<file path="src/hdl/timer_pkg.sv">
/*
 * Shared constants for the bus watchdog and power-fail timer: register
 * offsets, control field positions, reset values and timing figures.
 * Assumes a 40 MHz system clock and a 32-bit AXI4-Lite register bus.
 */
package timer_pkg;

	// System clock period in nanoseconds.
	localparam int unsigned CLK_PERIOD_NS = 25;

	// Tick periods for clock select settings 01, 10 and 11, in nanoseconds.
	localparam int unsigned TICK_SEL1_NS = 244000;
	localparam int unsigned TICK_SEL2_NS = 10000000;
	localparam int unsigned TICK_SEL3_NS = 1000000000;
	localparam int unsigned TICK_SEL1_CYC = TICK_SEL1_NS / CLK_PERIOD_NS;
	localparam int unsigned TICK_SEL2_CYC = TICK_SEL2_NS / CLK_PERIOD_NS;
	localparam int unsigned TICK_SEL3_CYC = TICK_SEL3_NS / CLK_PERIOD_NS;

	// Longest watchdog interrupt pulse, in nanoseconds and in cycles.
	localparam int unsigned IRQ_HOLD_NS = 210000000;
	localparam int unsigned IRQ_HOLD_CYC_DEF = IRQ_HOLD_NS / CLK_PERIOD_NS;

	// Prescaler count used while the prescale target register is zero.
	localparam logic [7:0] DEF_PRESCALE_COUNT = 8'h40;

	// Register byte offsets.
	localparam logic [7:0] CTRL_OFS = 8'h00;
	localparam logic [7:0] STATUS_OFS = 8'h04;
	localparam logic [7:0] TARGET_OFS = 8'h08;
	localparam logic [7:0] PTARGET_OFS = 8'h0c;
	localparam logic [7:0] COUNT_OFS = 8'h10;
	localparam logic [7:0] PCOUNT_OFS = 8'h14;

	// Control register field positions.
	localparam int unsigned CTRL_EN_BIT = 0;
	localparam int unsigned CTRL_SEL_LSB = 1;
	localparam int unsigned CTRL_IRQEN_BIT = 3;
	localparam int unsigned CTRL_MODE_BIT = 4;
	localparam int unsigned CTRL_PF_BIT = 5;

	// Values after reset, and the highest count.
	localparam logic [5:0] CTRL_RST = 6'h00;
	localparam logic [7:0] TARGET_RST = 8'h00;
	localparam logic [7:0] PTARGET_RST = 8'h00;
	localparam logic [7:0] COUNT_RST = 8'h00;
	localparam logic [7:0] PCOUNT_RST = 8'h01;
	localparam logic [7:0] COUNT_MAX = 8'hff;

	// AXI response codes.
	localparam logic [1:0] RESP_OKAY = 2'h0;
	localparam logic [1:0] RESP_SLVERR = 2'h2;

endpackage : timer_pkg

</file>
<file path="src/hdl/bus_watchdog_powerfail_timer.sv">
/*
 * Timer with a bus watchdog mode and a battery power-fail mode, reached
 * over AXI4-Lite. Assumes a 40 MHz clock, asynchronous serial bus pins
 * and an asynchronous battery-mode indicator.
 */
`timescale 1ns/1ps
module bus_watchdog_powerfail_timer
	import timer_pkg::*;
#(
	parameter int unsigned TICK_CYC_SEL1 = TICK_SEL1_CYC,
	parameter int unsigned TICK_CYC_SEL2 = TICK_SEL2_CYC,
	parameter int unsigned TICK_CYC_SEL3 = TICK_SEL3_CYC,
	parameter int unsigned IRQ_HOLD_CYC = IRQ_HOLD_CYC_DEF,
	parameter logic [7:0] DEF_PRESCALE = DEF_PRESCALE_COUNT
) (
	// Clock, reset and enable.
	input wire logic CLK_IN,
	input wire logic RESET_N_IN,
	input wire logic CE_IN,
	// AXI4-Lite write channels.
	input wire logic [7:0] AXI_AWADDR_IN,
	input wire logic AXI_AWVALID_IN,
	output logic AXI_AWREADY_OUT,
	input wire logic [31:0] AXI_WDATA_IN,
	input wire logic [3:0] AXI_WSTRB_IN,
	input wire logic AXI_WVALID_IN,
	output logic AXI_WREADY_OUT,
	output logic [1:0] AXI_BRESP_OUT,
	output logic AXI_BVALID_OUT,
	input wire logic AXI_BREADY_IN,
	// AXI4-Lite read channels.
	input wire logic [7:0] AXI_ARADDR_IN,
	input wire logic AXI_ARVALID_IN,
	output logic AXI_ARREADY_OUT,
	output logic [31:0] AXI_RDATA_OUT,
	output logic [1:0] AXI_RRESP_OUT,
	output logic AXI_RVALID_OUT,
	input wire logic AXI_RREADY_IN,
	// Monitored pins.
	input wire logic SCL_IN,
	input wire logic SDA_IN,
	input wire logic BATTERY_MODE_IN,
	// Interrupt.
	output logic TIMER_IRQ_N_OUT
);

	// State, bus and decode signals.
	logic [5:0] ctrl_ff;
	logic [7:0] timer_target_ff, prescale_target_ff, timer_count_ff;
	logic [7:0] prescale_count_ff, pt;
	logic timer_flag_ff, en_q_ff, run_ff, expired_ff, hold_ff, wd_low_ff;
	logic timer_irq_n_ff, bvalid_ff, rvalid_ff, start_pulse, battery;
	logic [1:0] bresp_ff, rresp_ff, timer_clock_select;
	logic [31:0] hold_cnt_ff, tick_cnt_ff, rdata_ff, rd_word, tick_period;
	logic timer_enable, timer_irq_enable, pf_mode, en_rise, wr_fire, rd_fire;
	logic flag_clear, tick, pre_ovf, wd_go, pf_go, wd_pause, step;
	logic wd_expire, pf_expire, rd_hit;

	// Pin synchroniser and start-condition detector.
	timer_pin_sync pins (
		.clk_in(CLK_IN),
		.reset_n_in(RESET_N_IN),
		.ce_in(CE_IN),
		.scl_in(SCL_IN),
		.sda_in(SDA_IN),
		.battery_in(BATTERY_MODE_IN),
		.start_pulse_out(start_pulse),
		.battery_out(battery)
	);

	// Control fields and bus handshakes.
	assign timer_enable = ctrl_ff[CTRL_EN_BIT];
	assign timer_clock_select = ctrl_ff[CTRL_SEL_LSB +: 2];
	assign timer_irq_enable = ctrl_ff[CTRL_IRQEN_BIT];
	assign pf_mode = ctrl_ff[CTRL_PF_BIT];
	assign en_rise = timer_enable && !en_q_ff;
	assign wr_fire = CE_IN && AXI_AWVALID_IN && AXI_WVALID_IN && !bvalid_ff;
	assign rd_fire = CE_IN && AXI_ARVALID_IN && !rvalid_ff;
	assign AXI_AWREADY_OUT = wr_fire;
	assign AXI_WREADY_OUT = wr_fire;
	assign AXI_ARREADY_OUT = rd_fire;
	assign AXI_BVALID_OUT = bvalid_ff;
	assign AXI_BRESP_OUT = bresp_ff;
	assign AXI_RVALID_OUT = rvalid_ff;
	assign AXI_RRESP_OUT = rresp_ff;
	assign AXI_RDATA_OUT = rdata_ff;
	assign TIMER_IRQ_N_OUT = timer_irq_n_ff;
	assign flag_clear = wr_fire && AXI_AWADDR_IN == STATUS_OFS &&
		AXI_WSTRB_IN[0] && !AXI_WDATA_IN[0];

	// Tick source and prescaler overflow; select 00 gives no ticks.
	always_comb begin
		unique case (timer_clock_select)
			2'h1: tick_period = TICK_CYC_SEL1;
			2'h2: tick_period = TICK_CYC_SEL2;
			2'h3: tick_period = TICK_CYC_SEL3;
			2'h0: tick_period = 32'h0;
		endcase
	end
	assign tick = tick_period != 32'h0 &&
		tick_cnt_ff == tick_period - 32'h1;
	assign pt = (prescale_target_ff == 8'h00) ? DEF_PRESCALE :
		prescale_target_ff;
	assign pre_ovf = prescale_count_ff >= pt;
	assign wd_go = run_ff && !pf_mode && timer_clock_select != 2'h0;
	assign pf_go = run_ff && pf_mode && timer_clock_select != 2'h0 &&
		battery && !expired_ff;
	assign wd_pause = hold_ff && !wd_low_ff;
	assign step = tick && ((wd_go && !wd_pause) || pf_go);
	assign wd_expire = wd_go && step && pre_ovf &&
		timer_count_ff >= timer_target_ff;
	assign pf_expire = pf_go && step && pre_ovf &&
		timer_count_ff == COUNT_MAX - 8'h01;

	// Tick divider, cleared while the clock select is 00.
	always_ff @(posedge CLK_IN) begin
		if (!RESET_N_IN) begin
			tick_cnt_ff <= 32'h0;
		end else if (CE_IN) begin
			if (tick_period == 32'h0 || tick) begin
				tick_cnt_ff <= 32'h0;
			end else begin
				tick_cnt_ff <= tick_cnt_ff + 32'h1;
			end
		end
	end

	// Software-written configuration.
	always_ff @(posedge CLK_IN) begin
		if (!RESET_N_IN) begin
			ctrl_ff <= CTRL_RST;
			timer_target_ff <= TARGET_RST;
			prescale_target_ff <= PTARGET_RST;
		end else if (wr_fire && AXI_WSTRB_IN[0]) begin
			unique case (AXI_AWADDR_IN)
				CTRL_OFS: ctrl_ff <= AXI_WDATA_IN[5:0];
				TARGET_OFS: timer_target_ff <= AXI_WDATA_IN[7:0];
				PTARGET_OFS: prescale_target_ff <= AXI_WDATA_IN[7:0];
				default: ctrl_ff <= ctrl_ff;
			endcase
		end
	end

	// Run state: a watchdog enabled with target zero stays off.
	always_ff @(posedge CLK_IN) begin
		if (!RESET_N_IN) begin
			en_q_ff <= 1'b0;
			run_ff <= 1'b0;
		end else if (CE_IN) begin
			en_q_ff <= timer_enable;
			if (!timer_enable) begin
				run_ff <= 1'b0;
			end else if (en_rise) begin
				run_ff <= pf_mode || timer_target_ff != 8'h00;
			end
		end
	end

	// Main counter and prescaler.
	always_ff @(posedge CLK_IN) begin
		if (!RESET_N_IN) begin
			timer_count_ff <= COUNT_RST;
			prescale_count_ff <= PCOUNT_RST;
		end else if (CE_IN) begin
			if (!timer_enable) begin
				timer_count_ff <= COUNT_RST;
				prescale_count_ff <= PCOUNT_RST;
			end else if (en_rise) begin
				timer_count_ff <= {7'h0, !pf_mode && timer_target_ff != 8'h00};
				prescale_count_ff <= PCOUNT_RST;
			end else if (flag_clear && pf_mode && expired_ff) begin
				timer_count_ff <= 8'h01;
				prescale_count_ff <= PCOUNT_RST;
			end else if (wd_go && start_pulse) begin
				timer_count_ff <= 8'h01;
				prescale_count_ff <= PCOUNT_RST;
			end else if (pf_go && timer_count_ff == COUNT_RST) begin
				timer_count_ff <= 8'h01;
			end else if (step) begin
				if (pre_ovf) begin
					prescale_count_ff <= PCOUNT_RST;
					timer_count_ff <= wd_expire ? 8'h01 :
						timer_count_ff + 8'h01;
				end else begin
					prescale_count_ff <= prescale_count_ff + 8'h01;
				end
			end
			// Leaving battery needs no branch: the count simply holds.
		end
	end

	// Sticky status flag; a new expiry wins over a clear in the same cycle.
	always_ff @(posedge CLK_IN) begin
		if (!RESET_N_IN) begin
			timer_flag_ff <= 1'b0;
		end else if (CE_IN) begin
			if (wd_expire || pf_expire) begin
				timer_flag_ff <= 1'b1;
			end else if (flag_clear) begin
				timer_flag_ff <= 1'b0;
			end
		end
	end

	// Power-fail single shot: stops until flag clear or enable toggle.
	always_ff @(posedge CLK_IN) begin
		if (!RESET_N_IN) begin
			expired_ff <= 1'b0;
		end else if (CE_IN) begin
			if (pf_expire) begin
				expired_ff <= 1'b1;
			end else if (flag_clear || !timer_enable) begin
				expired_ff <= 1'b0;
			end
		end
	end

	// Watchdog low pulse: ends at prescaler overflow or at the 210 ms cap;
	// an early end pauses counting until the cap has run out.
	always_ff @(posedge CLK_IN) begin
		if (!RESET_N_IN) begin
			hold_ff <= 1'b0;
			wd_low_ff <= 1'b0;
			hold_cnt_ff <= 32'h0;
		end else if (CE_IN) begin
			if (!wd_go) begin
				hold_ff <= 1'b0;
				wd_low_ff <= 1'b0;
				hold_cnt_ff <= 32'h0;
			end else if (wd_expire) begin
				hold_ff <= 1'b1;
				wd_low_ff <= 1'b1;
				hold_cnt_ff <= 32'h0;
			end else if (hold_ff) begin
				if (hold_cnt_ff == IRQ_HOLD_CYC - 32'h1) begin
					hold_ff <= 1'b0;
					wd_low_ff <= 1'b0;
				end else begin
					hold_cnt_ff <= hold_cnt_ff + 32'h1;
					if (step && pre_ovf) begin
						wd_low_ff <= 1'b0;
					end
				end
			end
		end
	end

	// Interrupt pin, gated by the interrupt enable.
	always_ff @(posedge CLK_IN) begin
		if (!RESET_N_IN) begin
			timer_irq_n_ff <= 1'b1;
		end else if (CE_IN) begin
			timer_irq_n_ff <= !(timer_irq_enable && ((wd_low_ff && !pf_mode) ||
				(expired_ff && pf_mode)));
		end
	end

	// Write response: unmapped or read-only offsets answer SLVERR.
	always_ff @(posedge CLK_IN) begin
		if (!RESET_N_IN) begin
			bvalid_ff <= 1'b0;
			bresp_ff <= RESP_OKAY;
		end else if (CE_IN) begin
			if (wr_fire) begin
				bvalid_ff <= 1'b1;
				bresp_ff <= (AXI_AWADDR_IN == CTRL_OFS ||
					AXI_AWADDR_IN == STATUS_OFS || AXI_AWADDR_IN == TARGET_OFS ||
					AXI_AWADDR_IN == PTARGET_OFS) ? RESP_OKAY : RESP_SLVERR;
			end else if (AXI_BREADY_IN) begin
				bvalid_ff <= 1'b0;
			end
		end
	end

	// Read multiplexer.
	always_comb begin
		rd_hit = 1'b1;
		unique case (AXI_ARADDR_IN)
			CTRL_OFS: rd_word = {26'h0, ctrl_ff};
			STATUS_OFS: rd_word = {28'h0, !timer_irq_n_ff, battery, run_ff,
				timer_flag_ff};
			TARGET_OFS: rd_word = {24'h0, timer_target_ff};
			PTARGET_OFS: rd_word = {24'h0, prescale_target_ff};
			COUNT_OFS: rd_word = {24'h0, timer_count_ff};
			PCOUNT_OFS: rd_word = {24'h0, prescale_count_ff};
			default: begin
				rd_word = 32'h0;
				rd_hit = 1'b0;
			end
		endcase
	end

	// Read data channel.
	always_ff @(posedge CLK_IN) begin
		if (!RESET_N_IN) begin
			rvalid_ff <= 1'b0;
			rresp_ff <= RESP_OKAY;
			rdata_ff <= 32'h0;
		end else if (CE_IN) begin
			if (rd_fire) begin
				rvalid_ff <= 1'b1;
				rdata_ff <= rd_word;
				rresp_ff <= rd_hit ? RESP_OKAY : RESP_SLVERR;
			end else if (AXI_RREADY_IN) begin
				rvalid_ff <= 1'b0;
			end
		end
	end
endmodule : bus_watchdog_powerfail_timer

</file>
<file path="src/hdl/timer_pin_sync.sv">
/*
 * Brings the serial bus clock and data pins and the battery indicator into
 * the system clock domain and turns a start condition into a one-cycle
 * pulse. Assumes all three inputs are asynchronous to the clock.
 */
`timescale 1ns/1ps
module timer_pin_sync (
	// Clock, reset and enable.
	input wire logic clk_in,
	input wire logic reset_n_in,
	input wire logic ce_in,
	// Asynchronous pins.
	input wire logic scl_in,
	input wire logic sda_in,
	input wire logic battery_in,
	// Synchronised results.
	output logic start_pulse_out,
	output logic battery_out
);

	logic [2:0] meta_ff;
	logic [2:0] sync_ff;
	logic [1:0] prev_ff;
	logic start_ff;

	// Two flip-flops per pin, then a delayed copy of clock and data.
	always_ff @(posedge clk_in) begin
		if (!reset_n_in) begin
			meta_ff <= 3'h7;
			sync_ff <= 3'h7;
			prev_ff <= 2'h3;
		end else if (ce_in) begin
			meta_ff <= {battery_in, sda_in, scl_in};
			sync_ff <= meta_ff;
			prev_ff <= sync_ff[1:0];
		end
	end

	// Data falling while the clock stays high marks a start condition.
	always_ff @(posedge clk_in) begin
		if (!reset_n_in) begin
			start_ff <= 1'b0;
		end else if (ce_in) begin
			start_ff <= sync_ff[0] && prev_ff[0] && prev_ff[1] && !sync_ff[1];
		end
	end

	assign start_pulse_out = start_ff;
	assign battery_out = sync_ff[2];

endmodule : timer_pin_sync

</file>
<file path="config.mk">
export PLATFORM = sky130hd
export DESIGN_NAME = bus_watchdog_powerfail_timer
export DESIGN_NICKNAME = d
export VERILOG_FILES = /design/src/hdl/timer_pkg.sv /design/src/hdl/bus_watchdog_powerfail_timer.sv /design/src/hdl/timer_pin_sync.sv
export SDC_FILE = /design/constraint.sdc
export NUM_CORES = 1
export LEC_CHECK = 0
export BUFFER_PORTS_ARGS = -buffer_cell sky130_fd_sc_hd__buf_2
export CAP_MARGIN = 10
export CORE_MARGIN = 5
export CORE_UTILIZATION = 54
export CTS_BUF_LIST = sky130_fd_sc_hd__clkbuf_4
export DETAILED_ROUTE_END_ITERATION = 16
export GPL_ROUTABILITY_DRIVEN = 1
export PLACE_DENSITY = 0.9
export SETUP_SLACK_MARGIN = 0.15
export SYNTH_ARGS = -nofsm -noshare
export SYNTH_HDL_FRONTEND = slang
export SYNTH_SLANG_ARGS = --single-unit
</file>
<file path="constraint.sdc">
create_clock -name CLK_IN -period 2.7 [get_ports CLK_IN]
set_input_delay 0.135 -clock CLK_IN [delete_from_list [all_inputs] [get_ports CLK_IN]]
set_output_delay 0.135 -clock CLK_IN [all_outputs]
set_load 0.1 [all_outputs]
</file>
# ---- Word-level counts from Yosys, hierarchy flattened
# Cells that the tools add are included.
dict set report word_totals {
  word_cells 184
  input_bits 63
  regBits 156
  out_inout_bits 42
}
dict set report classes {
  add_sub_neg 5
  magnitude_cmp 2
  n_mux 45
  n_reduce_logical 87
  n_eq_ne 22
}
# operator n
set ops {}
lappend ops {{two-way mux 32 bit} 5}
lappend ops {{two-way mux 8 bit} 16}
lappend ops {{case mux 32 bit (4 select lines)} 1}
lappend ops {{adder 32 x 1 -> 32 bit, second input constant} 2}
lappend ops {{case mux 8 bit (6 select lines)} 1}
lappend ops {{logical AND 1 bit} 38}
lappend ops {{equality test 32 x 24 -> 1 bit, second input constant} 1}
lappend ops {{equality test 32 bit} 1}
lappend ops {{equality test 8 x 4 -> 1 bit, second input constant} 4}
lappend ops {{zero test 32 bit} 1}
lappend ops {{zero test 8 bit} 4}
lappend ops {{nonzero test 32 bit} 1}
lappend ops {{subtractor 32 x 1 -> 32 bit, second input constant} 1}
lappend ops {{two-way mux 1 bit} 20}
lappend ops {{AND reduction 2 bit} 10}
lappend ops {{adder 8 x 1 -> 8 bit, second input constant} 2}
lappend ops {{equality test 8 x 3 -> 1 bit, second input constant} 2}
lappend ops {{equality test 8 x 5 -> 1 bit, second input constant} 2}
lappend ops {{greater-or-equal comparator 8 bit} 2}
lappend ops {{zero test 1 bit} 12}
lappend ops {{!= test 6 x 1 -> 1 bit, second input constant} 2}
lappend ops {{AND reduction 3 bit} 4}
lappend ops {{nonzero test 2 bit} 5}
lappend ops {{logical OR 1 bit} 9}
lappend ops {{13 further kinds} 15}

# ---- Longest topological paths before layout
# Gate-level depths: netlist of the first run.
dict set report logic_depth {
  depth_word 17
  depth_mapped 12
  ltp_nobuf 11
}

# ---- By module
# Synthesis of the first run repeated with hierarchy kept, for this count alone.
dict set report unflattened {
  cells_unflattened 891
  hier_area_um2 7313.3
}
# module cells_per_inst instances area_per_inst_um2 seq_area_each_um2
set by_module_without_submodules {}
lappend by_module_without_submodules {bus_watchdog_powerfail_timer 860 1 6977.9 2422.3}
lappend by_module_without_submodules {timer_pin_sync 31 1 335.3 180.2}

# ---- Worst setup path after synthesis of the first run
# Ideal clock, no wire load.
dict set report synth_timing {
  path_type {register -> register}
  from {register bvalid_ff, in the netlist AXI_BVALID_OUT}
  to {register timer_count_ff[2]}
  path_slack_ns -0.727
  stages_incl_launch_ff 10
  path_buffers 1
  required_time_ns 2.583
  setup_time_ns 0.117
  t_arrival_ns 3.311
  path_cell_list {dfxtp_1 > and4b_1 > clkbuf_1 > nand4_1 > o211ai_1 > nand2b_1 > nand2_1 > nand3_1 > o21ai_0 > a22o_1}
}
dict set report synth_via {
  elab_chain_len 10
  elab_cells_between_ends 13
}
# item line_no
set synth_lines {}
lappend synth_lines {{start: declaration} bus_watchdog_powerfail_timer.sv:52} ;# logic timer_irq_n_ff, bvalid_ff, rvalid_ff, start_pulse, battery;
lappend synth_lines {{start signal: assignment} bus_watchdog_powerfail_timer.sv:261} ;# bvalid_ff <= 1'b0;
lappend synth_lines {{start signal: assignment} bus_watchdog_powerfail_timer.sv:265} ;# bvalid_ff <= 1'b1;
lappend synth_lines {{start signal: assignment} bus_watchdog_powerfail_timer.sv:270} ;# bvalid_ff <= 1'b0;
lappend synth_lines {{zero test 1 bit (*)} bus_watchdog_powerfail_timer.sv:77} ;# assign wr_fire = CE_IN && AXI_AWVALID_IN && AXI_WVALID_IN && !bvalid_ff;
lappend synth_lines {{logical AND 1 bit (*)} bus_watchdog_powerfail_timer.sv:77}
lappend synth_lines {{named net AXI_AWREADY_OUT} bus_watchdog_powerfail_timer.sv:23} ;# output logic AXI_AWREADY_OUT,
lappend synth_lines {{logical AND 1 bit (*) (2 in series)} bus_watchdog_powerfail_timer.sv:88} ;# assign flag_clear = wr_fire && AXI_AWADDR_IN == STATUS_OFS &&
lappend synth_lines {{logical AND 1 bit (*)} bus_watchdog_powerfail_timer.sv:89} ;# AXI_WSTRB_IN[0] && !AXI_WDATA_IN[0];
lappend synth_lines {{logical AND 1 bit (*) (2 in series)} bus_watchdog_powerfail_timer.sv:171} ;# end else if (flag_clear && pf_mode && expired_ff) begin
lappend synth_lines {{branches (longest 3 deep; another with != test 6 x 1 -> 1 bit)} --}
lappend synth_lines {{end signal: assignment} bus_watchdog_powerfail_timer.sv:169} ;# timer_count_ff <= {7'h0, !pf_mode && timer_target_ff != 8'h00};
lappend synth_lines {{end signal: assignment} bus_watchdog_powerfail_timer.sv:182} ;# timer_count_ff <= wd_expire ? 8'h01 :
lappend synth_lines {{end: declaration} bus_watchdog_powerfail_timer.sv:49} ;# logic [7:0] timer_target_ff, prescale_target_ff, timer_count_ff;
# Mark *: on every way through the listed nets, which the timed path passes.
# A chain may end at the register's enable or synchronous reset.

# ---- Worst setup path after layout of the first run
dict set report layout_timing {
  from {register prescale_target_ff[1]}
  to {register timer_count_ff[4]}
}
dict set report layout_via {
  elab_chain_len 13
  elab_cells_between_ends 15
}
# item line_no
set layout_lines {}
lappend layout_lines {{start: declaration} bus_watchdog_powerfail_timer.sv:49}
lappend layout_lines {{start signal: assignment} bus_watchdog_powerfail_timer.sv:138} ;# PTARGET_OFS: prescale_target_ff <= AXI_WDATA_IN[7:0];
lappend layout_lines {{zero test 8 bit} bus_watchdog_powerfail_timer.sv:102} ;# assign pt = (prescale_target_ff == 8'h00) ? DEF_PRESCALE :
lappend layout_lines {{two-way mux 8 bit (*)} bus_watchdog_powerfail_timer.sv:102}
lappend layout_lines {{greater-or-equal comparator 8 bit (*)} bus_watchdog_powerfail_timer.sv:104} ;# assign pre_ovf = prescale_count_ff >= pt;
lappend layout_lines {{logical AND 1 bit (2 in series)} bus_watchdog_powerfail_timer.sv:110} ;# assign wd_expire = wd_go && step && pre_ovf &&
lappend layout_lines {{two-way mux 8 bit} bus_watchdog_powerfail_timer.sv:182}
lappend layout_lines {{two-way mux 8 bit} bus_watchdog_powerfail_timer.sv:180} ;# if (pre_ovf) begin
lappend layout_lines {{two-way mux 8 bit} bus_watchdog_powerfail_timer.sv:179} ;# end else if (step) begin
lappend layout_lines {{two-way mux 8 bit} bus_watchdog_powerfail_timer.sv:177} ;# end else if (pf_go && timer_count_ff == COUNT_RST) begin
lappend layout_lines {{two-way mux 8 bit} bus_watchdog_powerfail_timer.sv:174} ;# end else if (wd_go && start_pulse) begin
lappend layout_lines {{two-way mux 8 bit} bus_watchdog_powerfail_timer.sv:171}
lappend layout_lines {{two-way mux 8 bit} bus_watchdog_powerfail_timer.sv:168} ;# end else if (en_rise) begin
lappend layout_lines {{two-way mux 8 bit} bus_watchdog_powerfail_timer.sv:165} ;# if (!timer_enable) begin
# Mark *: on every way between the ends. The rest lies on a longest branch, timed or not. The select of a mux whose other input is x is not followed.

==> qor.csv, run 1 <==
metric,value,unit
FF-to-FF End,timer_count_ff[4]$_SDFFE_PN0P_,
CTS Sinks,130,
Crit Path Max Fanout,6,
outcome,"finished, final reports clean",
final hold vios,0,
sum of buffers and inverters on the critical path,1,
crit path time final,2.66,ns
final period utilization,0.984,
max-cap violations,0,
Hold Crit Class,input pin to flop,
Post-synth ARST share,0,
Crit path largest cell delay,0.38,ns
vias in the first global route,6717,
GRT overflow,0,
setup tns final,0,ns
initial antenna violation count,1,
"most common cell after layout, fill and taps aside",dfxtp_1,
# DRC,0,
Layout Cells excl Fill,1157,
Fill cells,874,
Placeable Area,12700,um^2
Starting Density,0.554,
GPL Wtd Cong,0.946,
skew final,0.0255,ns
measured slew at the worst slew-check pin,0.687,ns
WL final,21.2,mm
crit-path cells,nor3_1 > a21oi_2 > ha_2 > a211oi_2 > o21ai_1 > a41o_1 > o2111a_2 > and3_4 > or3_4 > buf_6 > o21ai_2 > a22o_1,
Hold Crit Endpoint,AXI_RRESP_OUT[1]$_SDFFE_PN0P_,
Max Root-Sink Buffers,2,
Critical Path AT,3.20,ns
post-place setup slack,-0.0244,ns
Setup CP Type,flop to flop,
CTS tree,yes,
vias per inst,6.22,
die area,15400,um^2
Clock Pin Slew Worst Setup and Hold Paths,0.14,ns
P&R area growth vs syn,25.3,%
Hold Path Depth,4,
"Core Util, Final",0.694,
Crit-path slowest cell,or3_4,
top_reg_cell synth,dfxtp_1,
yosys warns,0,
FF-to-FF path depth,12,
drt first pass iters,7,
# port buffers,51,
synth unique cells,71,
register bit total from synthesis,130,
Worst VDD drop,0.000400,V
pwr/cell area,448,nW/um^2
Max Clk Rate,0.376,GHz
synthesized instance count,848,
sequential fraction of the synthesis area,0.371,
"Avg Cell Area, Syn",8.28,um^2
NumNets Final,1060,
CTS buffer count,17,
first-pass GRT wire length,32.4,mm
die width,124,um
wire per inst,18.3,um
fraction of layout cells with a size suffix above 1,0.235,
"Slew Viols, Final",0,
Clk Tree Root Cell,clkbuf_4,
final setup fails,0,
Clock Latency Late Sink,0.59,ns
HP Start,AXI_ARADDR_IN[0],
GRT Total Usage,0.264,
PnR worst setup slack,0.0425,ns
HPWL after detailed placement,12.8,mm
Relative slew margins,0.539,
"CP delay by family, top",compound AO/OA/AOI/OAI gates,
unrepaired setup endpoints after global routing,yes,
Cell Rows,41,
IO Count,105,
Inst Count DP,1093,
CP endpoint kind,flop,
H-tree levels,4,
via count,7193,
Static Leak,3.37,nW
antenna-violating nets left,0,
"commonest cells after routing, fill and taps aside","dfxtp_1, nor2_1, nand2_1, buf_2, buf_4",
Die Ht,124,um
"EDFF count, synth",0,
Setup crit start kind,flop,
Syn Std Cell Area,7020,um^2
WP data required,3.24,ns
largest net degree at the start of global routing,44,
Iter 0 DRT Violations,896,
reg-to-reg startpoint,prescale_target_ff[1]$_SDFFE_PN0P_,
flop2flop setup slack,0.04,ns
## final cells by class
cell class / count / area, um^2 / share of cell area
multi-input cells: 652 / 4460 / 0.507
flip-flops and latches: 130 / 2620 / 0.298
repair buffers: 139 / 1050 / 0.119
well taps: 172 / 215 / 0.0245
clock inverters: 14 / 201 / 0.0229
clock buffers: 18 / 135 / 0.0154
inverters: 31 / 116 / 0.0132
diodes: 1 / 2.50 / 0.000285
## kinds of logic after synthesis
group | after synthesis | synth area share
simple gates | 365 | 0.263
compound gates | 159 | 0.153
flops | 130 | 0.371
buf+inv | 91 | 0.0645
xor+xnor | 38 | 0.0474
mux | 38 | 0.0542
fa+ha+maj | 26 | 0.0463
other cells | 1 | 0.000534
## metal layers
metal | wire (um) | GRT usage
met3 | 1710 | 0.0713
met1 | 8080 | 0.312
met2 | 10500 | 0.443
met5 | 0 | 0
met4 | 903 | 0.127
## sequential cells by signal, indices dropped and copies added, names as in the netlist, 2 cells and up
signal              count
timer_count_ff          8
pins.prev_ff            2
prescale_count_ff       8
prescale_target_ff      8
tick_cnt_ff            32
hold_cnt_ff            32
pins.sync_ff            3
timer_target_ff         8
AXI_RDATA_OUT           8
ctrl_ff                 6
pins.meta_ff            3
## synthesized netlist by cell type, types with 8 or more instances
| master | number | share of area |
|---|---|---|
| clkbuf_1 | 26 | 0.014 |
| nand2_1 | 82 | 0.044 |
| o21ai_0 | 40 | 0.029 |
| o31ai_1 | 11 | 0.012 |
| xnor2_1 | 15 | 0.019 |
| or3_1 | 8 | 0.0071 |
| buf_4 | 27 | 0.029 |
| inv_1 | 30 | 0.016 |
| nor4_1 | 16 | 0.014 |
| xor2_1 | 23 | 0.029 |
| o311ai_0 | 15 | 0.019 |
| dfxtp_1 | 130 | 0.37 |
| nor3_1 | 11 | 0.0078 |
| mux2i_1 | 38 | 0.054 |
| and3_1 | 24 | 0.021 |
| nand3_1 | 48 | 0.034 |
| a21oi_1 | 37 | 0.026 |
| nor2_1 | 100 | 0.053 |
| nand4_1 | 23 | 0.020 |
| ha_1 | 26 | 0.046 |
## report_power, final
part | total [mW] | internal [mW] | switching (mW)
clock network | 1.58 | 0.759 | 0.820
logic | 0.422 | 0.0863 | 0.335
registers | 1.94 | 1.93 | 0.00928
## per-stage QoR
stage	power (mW)	hold slack (ns)	cell area (um^2)
after floorplan	2.32	0.263	7240
after global placement	2.35	0.349	7780
after detailed placement	2.36	0.369	7780
after CTS	3.92	0.0512	8500
after global routing	4.06	0.0865	8790
final	3.94	0.0582	8790
## how the worst max path moves through the flow
stage	from	end	depth (start not counted)
final	prescale_target_ff[1]$_SDFFE_PN0P_	timer_count_ff[4]$_SDFFE_PN0P_	12
after floorplan	ctrl_ff[1]$_SDFFE_PN0P_	timer_count_ff[2]$_SDFFE_PN0P_	11
after CTS	prescale_target_ff[5]$_SDFFE_PN0P_	timer_count_ff[4]$_SDFFE_PN0P_	12
after global routing	ctrl_ff[1]$_SDFFE_PN0P_	timer_count_ff[1]$_SDFFE_PN0P_	10
after global placement	prescale_target_ff[3]$_SDFFE_PN0P_	timer_count_ff[1]$_SDFFE_PN0P_	11
after detailed placement	prescale_target_ff[3]$_SDFFE_PN0P_	prescale_count_ff[7]$_SDFFE_PN0P_	11
## worst reg2reg max path: stages, from the launching register on
cell and delay, ns:
dfxtp_1 0.36, nor3_1 0.26, a21oi_2 0.13, ha_2 0.20, a211oi_2 0.17, o21ai_1 0.09, a41o_1 0.23, o2111a_2 0.17
and3_4 0.18, or3_4 0.38, buf_6 0.15, o21ai_2 0.12, a22o_1 0.16
## what timing repair did
| item | 4_1_cts | 5_1_grt |
|---|---|---|
| gates cloned | 1 | 0 |
| endpoints found under the setup margin | 50 | 77 |
| gates resized for setup | 32 | 62 |
| pin swaps | 18 | 18 |
| setup buffers | 2 | 4 |
| endpoints found under the hold margin | 37 | 0 |
| hold buffers | 24 | 0 |
Power figures use the tool's default switching activity.
==> inputs of run 2 (changes only) <==
RECOVER_POWER = 25   (was unset)
==> run 2 against run 1 <==
Non-clock buffer count did not move. Fmax down 0.54%. Power decreased by 0.17%. Largest cell class unchanged. Clock power is essentially flat. Hold slack gained 0.0027 ns. Sequential cell count stayed put.
==> qor.csv, run 2 (same netlist as run 1, synthesis figures left out) <==
metric,value,unit
Placeable Area,12700,um^2
crit path time final,2.67,ns
Fill cells,886,
initial antenna violation count,1,
via count,7162,
Worst VDD drop,0.000397,V
die width,124,um
measured slew at the worst slew-check pin,1.20,ns
Max Clk Rate,0.374,GHz
PnR worst setup slack,0.0281,ns
combinational group share of total power,0.107,
"Core Util, Final",0.692,
Hold Crit Class,input pin to flop,
sw frac,0.295,
Crit path largest cell delay,0.38,ns
CP endpoint kind,flop,
crit-path cells,nor3_1 > a21oi_2 > ha_2 > a211oi_2 > o21ai_1 > a41o_1 > o2111a_2 > and3_4 > or3_4 > buf_6 > o21ai_2 > a22o_1,
skew final,0.0276,ns
post-place setup slack,-0.0244,ns
Largest regs,"hold_cnt_ff: 32 flops, tick_cnt_ff: 32 flops",
CTS buffer count,17,
Cell Rows,41,
pwr/cell area,449,nW/um^2
P&R area growth vs syn,24.9,%
setup tns final,0,ns
Clock Latency Late Sink,0.59,ns
sum of buffers and inverters on the critical path,1,
fraction of layout cells with a size suffix above 1,0.218,
Static Leak,3.31,nW
unrepaired setup endpoints after global routing,yes,
largest net degree at the start of global routing,44,
Clock Pin Slew Worst Setup and Hold Paths,0.14,ns
Sw Pwr,1.16,mW
vias in the first global route,6717,
WL final,21.2,mm
met2 Use GR,0.443,
design area,8770,um^2
die area,15400,um^2
final setup fails,0,
clock share of power,0.400,
wire per inst,18.3,um
Crit-path slowest cell,or3_4,
final hold vios,0,
"CP delay by family, top",compound AO/OA/AOI/OAI gates,
final period utilization,0.990,
Setup crit start kind,flop,
HPWL after detailed placement,12.8,mm
GRT overflow,0,
Relative slew margins,0.205,
outcome,"finished, final reports clean",
Int Pwr,2.77,mW
GR Util met3,0.0713,
first-pass GRT wire length,32.4,mm
Clk Tree Root Cell,clkbuf_4,
H-tree levels,4,
Starting Density,0.554,
# port buffers,51,
DP Area,7780,um^2
hold slack,0.0609,ns
GR Util met1,0.312,
drt first pass iters,7,
GPL Wtd Cong,0.946,
Crit Path Max Fanout,6,
"most common cell after layout, fill and taps aside",dfxtp_1,
GRT busiest layer,met2,
CTS Sinks,130,
NumNets Final,1060,
Setup CP Type,flop to flop,
# DRC,0,
"Slew Viols, Final",0,
CTS tree,yes,
Reg power frac,0.493,
antenna-violating nets left,0,
IO Count,105,
WP data required,3.23,ns
vias per inst,6.19,
"commonest cells after routing, fill and taps aside","dfxtp_1, nor2_1, nand2_1, buf_4, nand3_1",
Die Ht,124,um
max-cap violations,0,
Iter 0 DRT Violations,987,
Max Root-Sink Buffers,2,
GRT Total Usage,0.264,
Critical Path AT,3.20,ns
-- run 2: cell types whose count changed in the layout (fill, tap and decap cells not counted), sizes merged --
cell    previous run  this run
buf              115       100
clkbuf            18        33
-- run 2: final cells by class --
class                   count  area, um^2  share of cell area
multi-input cells         652        4460               0.509
diodes                      1        2.50            0.000285
clock buffers              18         135              0.0154
well taps                 172         215              0.0245
flip-flops and latches    130        2620               0.298
clock inverters            14         201              0.0230
inverters                  31         116              0.0133
repair buffers            139        1020               0.117
-- run 2: worst register-to-register path, stage by stage (launching register included) --
cell and delay (ns):
dfxtp_1 0.36, nor3_1 0.27, a21oi_2 0.13, ha_2 0.20, a211oi_2 0.17, o21ai_1 0.09
a41o_1 0.23, o2111a_2 0.17, and3_4 0.18, or3_4 0.38, buf_6 0.15, o21ai_2 0.13
a22o_1 0.16
-- run 2: path summary, 6_finish.rpt --
check	from	endpoint	slack (ns)	cells past startpoint
worst min-delay path	AXI_ARADDR_IN[0]	AXI_RRESP_OUT[1]$_SDFFE_PN0P_	0.06	4
worst min register to register	pins.meta_ff[0]$_SDFFE_PN1P_	pins.meta_ff[0]$_SDFFE_PN1P_	0.49	2
worst max register to register	prescale_target_ff[1]$_SDFFE_PN0P_	timer_count_ff[4]$_SDFFE_PN0P_	0.03	12
worst max-delay path	prescale_target_ff[1]$_SDFFE_PN0P_	timer_count_ff[4]$_SDFFE_PN0P_	0.03	12
-- run 2: routing by layer --
metal | part of all wire | vias up
li1 | - | 3281
met1 | 0.38 | 3387
met2 | 0.49 | 387
met3 | 0.080 | 107
met4 | 0.045 | 0
met5 | 0 | -
-- run 2: power by group through the flow --
stage | sequential [mW] | combinational [mW] | clock [mW]
floorplan | 2.03 | 0.286 | 0
global placement | 1.98 | 0.373 | 0
detailed placement | 1.98 | 0.376 | 0
CTS | 1.94 | 0.405 | 1.58
global route | 1.94 | 0.436 | 1.68
finish | 1.94 | 0.420 | 1.57
-- run 2: timing repair --
item / 4_1_cts / 5_1_grt
endpoints found under the setup margin: 50 / 77
gates resized for setup: 32 / 62
hold buffers: 24 / 0
cloned: 1 / 0
hold endpoints to repair: 37 / 0
buffers inserted: 2 / 4
pin swaps: 18 / 18
-- run 2: per-stage QoR --
stage          total power [mW]  instances
4_1_cts                    3.92       1152
6_report                   3.93       1157
2_1_floorplan              2.32        873
3_5_place_dp               2.36       1093
3_3_place_gp               2.35       1093
5_1_grt                    4.05       1157
